<file path="config.mk">
export PLATFORM = sky130hd
export DESIGN_NAME = interrupt_flag_status
export DESIGN_NICKNAME = d
export VERILOG_FILES = /design/src/hdl/flag_status_pkg.sv /design/src/hdl/interrupt_flag_status.sv
export SDC_FILE = /design/constraint.sdc
export NUM_CORES = 1
export LEC_CHECK = 0
export BUFFER_PORTS_ARGS = -buffer_cell sky130_fd_sc_hd__buf_2
export CAP_MARGIN = 40
export CORE_ASPECT_RATIO = 1.75
export CORE_MARGIN = 4
export CORE_UTILIZATION = 40
export DETAILED_ROUTE_END_ITERATION = 12
export GPL_ROUTABILITY_DRIVEN = 0
export GPL_TIMING_DRIVEN = 0
export PLACE_DENSITY = 0.95
export SLEW_MARGIN = 20
export SYNTH_ARGS = -nofsm -noshare
export SYNTH_HDL_FRONTEND = slang
export SYNTH_SLANG_ARGS = --single-unit
</file>
<file path="constraint.sdc">
create_clock -name hclk -period 1.88 [get_ports hclk]
set_input_delay 0.188 -clock hclk [delete_from_list [all_inputs] [get_ports hclk]]
set_output_delay 0.188 -clock hclk [all_outputs]
set_load 0.02 [all_outputs]
</file>
<file path="src/hdl/flag_status_pkg.sv">
/*
 flag_status_pkg: register offsets, bit positions and reset values for the
 interrupt flag status block.
 Assumes an AHB-Lite slave with 32-bit data and word-aligned registers.
*/
package flag_status_pkg;
   localparam logic [15:0] off_flags_0 = 16'h3010; // first flag register
   localparam logic [15:0] off_flags_1 = 16'h3014; // second flag register
   localparam logic [15:0] off_clear = 16'h3004; // clear register, write 1 to clear
   localparam logic [15:0] off_seq_ctrl = 16'h3020; // sequence request / status, not decoded by the slave, reads zero
   localparam logic [31:0] flags_reset = 32'h00000000;
   localparam int bit_break = 31;
   localparam int bit_outlier = 29;
   localparam int bit_underflow = 27;
   localparam int bit_overflow = 26;
   localparam logic [31:0] flags_mask = 32'hac000000; // implemented flag bits
   localparam logic [1:0] htrans_nonseq = 2'h2;
   localparam logic [1:0] htrans_seq = 2'h3;
   localparam logic [1:0] hresp_okay = 2'h0;
endpackage : flag_status_pkg

</file>
<file path="src/hdl/interrupt_flag_status.sv">
/*
 interrupt_flag_status: two identical read-only interrupt flag registers
 behind an AHB-Lite slave, a write-1-to-clear register, and the sequence
 break-attempt detector. Both flag registers read one shared set of flags.
 Assumes single word transfers with no wait states, one clock hclk, and
 source event pulses and sequence lines that are synchronous to hclk.
 Assumes hreadyout is the bus's hready when this is the only slave.
*/
// Contract
// first flag register at 0x3010, resets zero
// identical second flag register at 0x3014, resets zero
// bit 31 sets on request during sequence
// such request is dropped, first sequence continues
// outlier status in bit 29
// fifo underflow status in bit 27
// fifo overflow status in bit 26
// bits read 1 asserted, read-only
// write 1 to clear register clears flag
// bits 30, 28 zero; flag writes ignored
`timescale 1ns/1ps
`default_nettype none
module interrupt_flag_status
   import flag_status_pkg::*;
(
   input wire logic hclk, // 250 MHz clock
   input wire logic hresetn, // async reset, active low
   input wire logic hsel, // slave select
   input wire logic [15:0] haddr, // byte address
   input wire logic [1:0] htrans, // transfer type
   input wire logic hwrite, // write when high
   input wire logic [2:0] hsize, // transfer size, word only
   input wire logic [31:0] hwdata, // write data
   input wire logic hready, // bus ready in
   output logic [31:0] hrdata, // read data
   output logic hreadyout, // always ready
   output logic [1:0] hresp, // always okay
   input wire logic seq_a_running, // first sequence executing
   input wire logic seq_b_request, // one-cycle request for second sequence
   input wire logic outlier_event, // outlier detected pulse
   input wire logic fifo_underflow_event, // fifo underflow pulse
   input wire logic fifo_overflow_event, // fifo overflow pulse
   output logic seq_b_start // accepted second sequence start pulse
);
   // flag storage and the value it takes at the next edge
   logic [31:0] flags; // one shared copy behind both flag registers
   logic [31:0] next_flags; // flags after this cycle's sets and clears
   // record of the previous cycle's address phase, used in its data phase
   logic ph_write; // accepted transfer was a write
   logic [15:0] ph_addr; // byte address of the previous cycle, accepted or not

   // compares a byte address with a register offset
   function automatic logic addr_hit(input logic [15:0] addr, input logic [15:0] offset);
      addr_hit = (addr == offset);
   endfunction : addr_hit

   // puts the source lines at their flag positions, all other bits zero
   function automatic logic [31:0] place_sources(input logic brk, input logic outl,
      input logic under, input logic over);
      logic [31:0] placed;
      placed = flags_reset;
      placed[bit_break] = brk;
      placed[bit_outlier] = outl;
      placed[bit_underflow] = under;
      placed[bit_overflow] = over;
      place_sources = placed;
   endfunction : place_sources

   // a transfer is taken when selected, ready and not idle or busy
   wire trans_live = (htrans == htrans_nonseq) | (htrans == htrans_seq);
   wire addr_valid = hsel & hready & trans_live;
   wire read_take = addr_valid & ~hwrite; // read address phase accepted

   // register selection, in the address phase and in the data phase
   wire hit_flags_0 = addr_hit(haddr, off_flags_0);
   wire hit_flags_1 = addr_hit(haddr, off_flags_1);
   wire is_flags = hit_flags_0 | hit_flags_1;
   wire ph_hit_clear = addr_hit(ph_addr, off_clear);
   wire ph_hit_flags = addr_hit(ph_addr, off_flags_0) | addr_hit(ph_addr, off_flags_1);

   // write-1-to-clear mask, live in the data phase of a clear write
   wire wr_clear = ph_write & ph_hit_clear;
   wire [31:0] clear_bits = wr_clear ? (hwdata & flags_mask) : '0;

   // a second-sequence request is dropped while the first runs
   wire break_attempt = seq_b_request & seq_a_running;
   wire start_ok = seq_b_request & ~seq_a_running;

   // source lines gathered into their flag positions
   wire [31:0] set_bits = place_sources(break_attempt, outlier_event,
      fifo_underflow_event, fifo_overflow_event);

   // set wins over clear; reserved bits forced zero
   assign next_flags = ((flags & ~clear_bits) | set_bits) & flags_mask;

   // named views of the stored status bits
   wire break_attempt_status = flags[bit_break];
   wire outlier_status = flags[bit_outlier];
   wire fifo_underflow_status = flags[bit_underflow];
   wire fifo_overflow_status = flags[bit_overflow];

   // read data for the coming data phase; other reads and writes give zero
   wire [31:0] read_value = (read_take & is_flags) ? next_flags : '0;

   // bus answers: no wait states, never an error
   assign hreadyout = 1'b1;
   assign hresp = hresp_okay;

   // second sequence only starts when the first is idle
   always_ff @(posedge hclk or negedge hresetn)
   begin
      if (!hresetn)
         seq_b_start <= 1'b0;
      else
         seq_b_start <= start_ok;
   end

   // flag storage; flag registers themselves ignore writes
   always_ff @(posedge hclk or negedge hresetn)
   begin
      if (!hresetn)
         flags <= flags_reset;
      else
         flags <= next_flags;
   end

   // data phase capture and registered read data
   always_ff @(posedge hclk or negedge hresetn)
   begin
      if (!hresetn)
      begin
         ph_write <= 1'b0;
         ph_addr <= '0;
         hrdata <= flags_reset;
      end
      else
      begin
         ph_write <= addr_valid & hwrite;
         ph_addr <= haddr;
         hrdata <= read_value;
      end
   end

   // a break attempt shows in the break flag at the next edge
   property p_break_sets;
      @(posedge hclk) disable iff (!hresetn)
      break_attempt |=> break_attempt_status;
   endproperty : p_break_sets
   a_break_sets : assert property (p_break_sets) else $error("break flag not set");

   // the break flag never rises without a break attempt
   property p_break_quiet;
      @(posedge hclk) disable iff (!hresetn)
      (!break_attempt_status && !(seq_b_request && seq_a_running)) |=> !break_attempt_status;
   endproperty : p_break_quiet
   a_break_quiet : assert property (p_break_quiet) else $error("stray break flag");

   // no start is granted while the first sequence runs
   property p_no_start_busy;
      @(posedge hclk) disable iff (!hresetn)
      (seq_b_request && seq_a_running) |=> !seq_b_start;
   endproperty : p_no_start_busy
   a_no_start_busy : assert property (p_no_start_busy) else $error("start while busy");

   // an idle first sequence lets the request start the second
   property p_start;
      @(posedge hclk) disable iff (!hresetn)
      (seq_b_request && !seq_a_running) |=> seq_b_start;
   endproperty : p_start
   a_start : assert property (p_start) else $error("start lost");

   // an outlier pulse shows in the outlier flag at the next edge
   property p_outlier;
      @(posedge hclk) disable iff (!hresetn)
      outlier_event |=> outlier_status;
   endproperty : p_outlier
   a_outlier : assert property (p_outlier) else $error("outlier flag missed");

   // the outlier flag never rises without an outlier pulse
   property p_outlier_quiet;
      @(posedge hclk) disable iff (!hresetn)
      (!outlier_status && !outlier_event) |=> !outlier_status;
   endproperty : p_outlier_quiet
   a_outlier_quiet : assert property (p_outlier_quiet) else $error("stray outlier flag");

   // an underflow pulse shows in the underflow flag at the next edge
   property p_under;
      @(posedge hclk) disable iff (!hresetn)
      fifo_underflow_event |=> fifo_underflow_status;
   endproperty : p_under
   a_under : assert property (p_under) else $error("underflow flag missed");

   // an overflow pulse shows in the overflow flag at the next edge
   property p_over;
      @(posedge hclk) disable iff (!hresetn)
      fifo_overflow_event |=> fifo_overflow_status;
   endproperty : p_over
   a_over : assert property (p_over) else $error("overflow flag missed");

   // reserved flag positions stay zero
   property p_reserved;
      @(posedge hclk) disable iff (!hresetn)
      (flags & ~flags_mask) == '0;
   endproperty : p_reserved
   a_reserved : assert property (p_reserved) else $error("reserved bit set");

   // a write to a flag register leaves the flags as they were
   property p_wr_ignored;
      @(posedge hclk) disable iff (!hresetn)
      (ph_write && ph_hit_flags && set_bits == '0) |=> $stable(flags);
   endproperty : p_wr_ignored
   a_wr_ignored : assert property (p_wr_ignored) else $error("flag write took effect");

   // a 1 written to the clear register clears the flag
   property p_clear;
      @(posedge hclk) disable iff (!hresetn)
      (wr_clear && hwdata[bit_outlier] && !outlier_event) |=> !outlier_status;
   endproperty : p_clear
   a_clear : assert property (p_clear) else $error("clear ignored");

   // a set flag stays set until it is cleared
   property p_hold;
      @(posedge hclk) disable iff (!hresetn)
      (!wr_clear && fifo_overflow_status) |=> fifo_overflow_status;
   endproperty : p_hold
   a_hold : assert property (p_hold) else $error("flag lost without clear");

   // read data stands one data phase only, zero otherwise
   property p_read_idle;
      @(posedge hclk) disable iff (!hresetn)
      !read_take |=> hrdata == '0;
   endproperty : p_read_idle
   a_read_idle : assert property (p_read_idle) else $error("read data not zero");
endmodule : interrupt_flag_status
`default_nettype wire

</file>
==> out/qor.csv <==
metric,value,unit
Total GRT Usage,0.104,
crit path cell chain,nor4_2 -> and4_4 -> a41oi_1 -> and2_1,
worst hold-check path type,input port to flip-flop,
DIE AREA,3730,sq um
Final Util,0.563,
Final ANT Viol Nets,0,
CP Data Required Time,2.04,ns
CP Capture Type,flip-flop,
Netlist cell types,20,
CTS resizes,0,
Filler cells,220,
max-slew violations,0,
leakage power,0.832,nW
Post-CTS Setup Repair Bufs,0,
Post-synth EDFFs,0,
skew final,0.00227,ns
initial antenna violation count,0,
core box area,2690,sq um
syn_area_per_cell,12.3,sq um
slew margin rel.,0.646,
H-tree depth,1,
I/O pin cnt,99,
ANT cells,0,
measured slew at the worst slew-check pin,0.531,ns
top_reg_cell synth,dfrtp_1,
sequential fraction of the synthesis area,0.583,
Syn-to-layout area delta,35.8,%
Max-Cap Viols,0,
Storage cell area,651,sq um
cell taking the most area after synthesis,dfrtp_1,
setup TNS,0,ns
Yosys warnings,0,
CTS tree,built,
DRT iter0 DRCs,11,
port bufs,35,
min cycle time layout,1.36,ns
routed length per placed instance,10.2,microns
Die W,47.9,microns
via count,770,
clock root cell,clkbuf_8,
Clk pwr share,0.370,
VDD IR-drop max,0.000500,V
clk_lat worst skew,0.26,ns
area share of the largest cell type after synthesis,0.583,
pwr dens,789,nW/um^2
internal power,0.935,mW
"Worst Path Class, Setup",flip-flop to flip-flop,
post-synthesis instance area,1120,sq um
GR Overflow Total,0,
synth top area cells,"dfrtp_1, buf_4, a41oi_1, and2_1, and4bb_1",
layout cells sized above 1,0.463,
Switching Power,0.260,mW
Synth Instances,91,
Final Setup Violations,0,
"Reg clk slew, reported paths",0.08,ns
slowest library cell on the worst path,dfrtp_1,
maximum number of pins on one net before global-route repair,27,
synth cell count leaders,"buf_4, dfrtp_1, nor2_1",
worst-path maximum fanout,4,
area of the multi-input gates,330,sq um
drt via density,4.12,
CTS Buf Count,3,
Final Net Count,224,
Crit path buffers/inverters,0,
Startpoint Class,flip-flop,
most frequent cell after synthesis,buf_4,
row count,25,
DRC Markers,0,
initial core utilization,0.415,
Logic pwr share,0.141,
DRT Pass-1 Iters,2,
Switching Share,0.218,
number of synthesized register bits,26,
Die Y-Extent,77.9,microns
drt total wl,1.91,mm
Fmax,735,MHz
CTS sink cnt,26,
clk buf depth,2,
max incr delay on CP,0.38,ns
first-pass GRT wire length,2.73,mm
status,completed,
final hold vios,0,
Top delay family on crit path,simple AND/OR/NAND/NOR gates,
vias in the first global route,713,
Async SR Flop Fraction,1.00,
unrepaired setup endpoints after global routing,false,
period utilization,0.724,
WP data arrival,1.52,ns
part of the power in registers,0.489,
## power groups by stage
stage | combinational, mW | clock (mW) | sequential, mW
floorplan | 0.113 | 0 | 0.596
global placement | 0.161 | 0 | 0.595
detailed placement | 0.164 | 0 | 0.596
CTS | 0.166 | 0.455 | 0.585
global route | 0.185 | 0.471 | 0.586
finish | 0.169 | 0.442 | 0.584
## layer usage
layer / part of all wire / global-route usage
met4: 0.0052 / 0.0485
met1: 0.30 / 0.0949
met2: 0.53 / 0.180
met3: 0.16 / 0.0441
met5: 0 / 0
## kinds of logic (layout without fill, tap and decap cells)
logic type / after synthesis / after routing / share of synthesized area
buffers and inverters: 34 / 74 / 0.219
other: 2 / 31 / 0.00673
AOI/OAI and AO/OA: 5 / 5 / 0.0359
DFF: 26 / 26 / 0.583
and+or+nand+nor: 24 / 24 / 0.156
## sequential cells by signal (all words and copies together), names as in the netlist
signal / flops
seq_b_start: 1
flags: 4
ph_addr: 16
ph_write: 1
hrdata: 4
## per-stage QoR
| stage | cells | instance area, sq um | hold WS (ns) | worst slack, ns | power (mW) |
|---|---|---|---|---|---|
| floorplan | 120 | 1220 | -0.108 | 0.630 | 0.709 |
| global placement | 182 | 1430 | 0.184 | 0.492 | 0.756 |
| detailed placement | 182 | 1430 | 0.198 | 0.498 | 0.760 |
| CTS | 187 | 1520 | 0.0282 | 0.485 | 1.21 |
| global route | 187 | 1520 | 0.0207 | 0.392 | 1.24 |
| finish | 187 | 1520 | 0.0307 | 0.519 | 1.20 |
## final timing paths
kind	startpoint	endpoint	slack [ns]	depth (start not counted)
setup / recovery	ph_addr[5]	hrdata[26]	0.52	4
hold / removal	haddr[2]	ph_addr[2]	0.03	1
setup reg to reg	ph_addr[5]	hrdata[26]	0.52	4
hold reg to reg	flags[29]	flags[29]	0.55	2
max in group asynchronous	hresetn	hrdata[29]	1.09	2
min in group asynchronous	hresetn	seq_b_start	0.44	2
## cells in the final DEF, fill, tap and decap left out, drive strengths merged, types with 3 or more instances in the layout
cell / Yosys / final
a41oi: 4 / 4
and2: 4 / 4
buf: 31 / 66
clkbuf: 0 / 3
conb: 2 / 31
dfrtp: 26 / 26
inv: 3 / 3
nor2: 5 / 5
nor4: 3 / 3
## cell type report
cell class | instances | area share
Multi-Input combinational cell | 60 | 0.218
Timing Repair Buffer | 36 | 0.122
Clock inverter | 1 | 0.0198
Inverter | 3 | 0.00743
Clock buffer | 3 | 0.0273
Buffer | 31 | 0.154
Tap cell | 27 | 0.0223
Sequential cell | 26 | 0.429
## timing repair
action / in CTS / in global routing
endpoints found under the setup margin: 0 / 0
hold buffers: 1 / 0
endpoints found under the hold margin: 26 / 0
(Power assumes the default switching activity.)
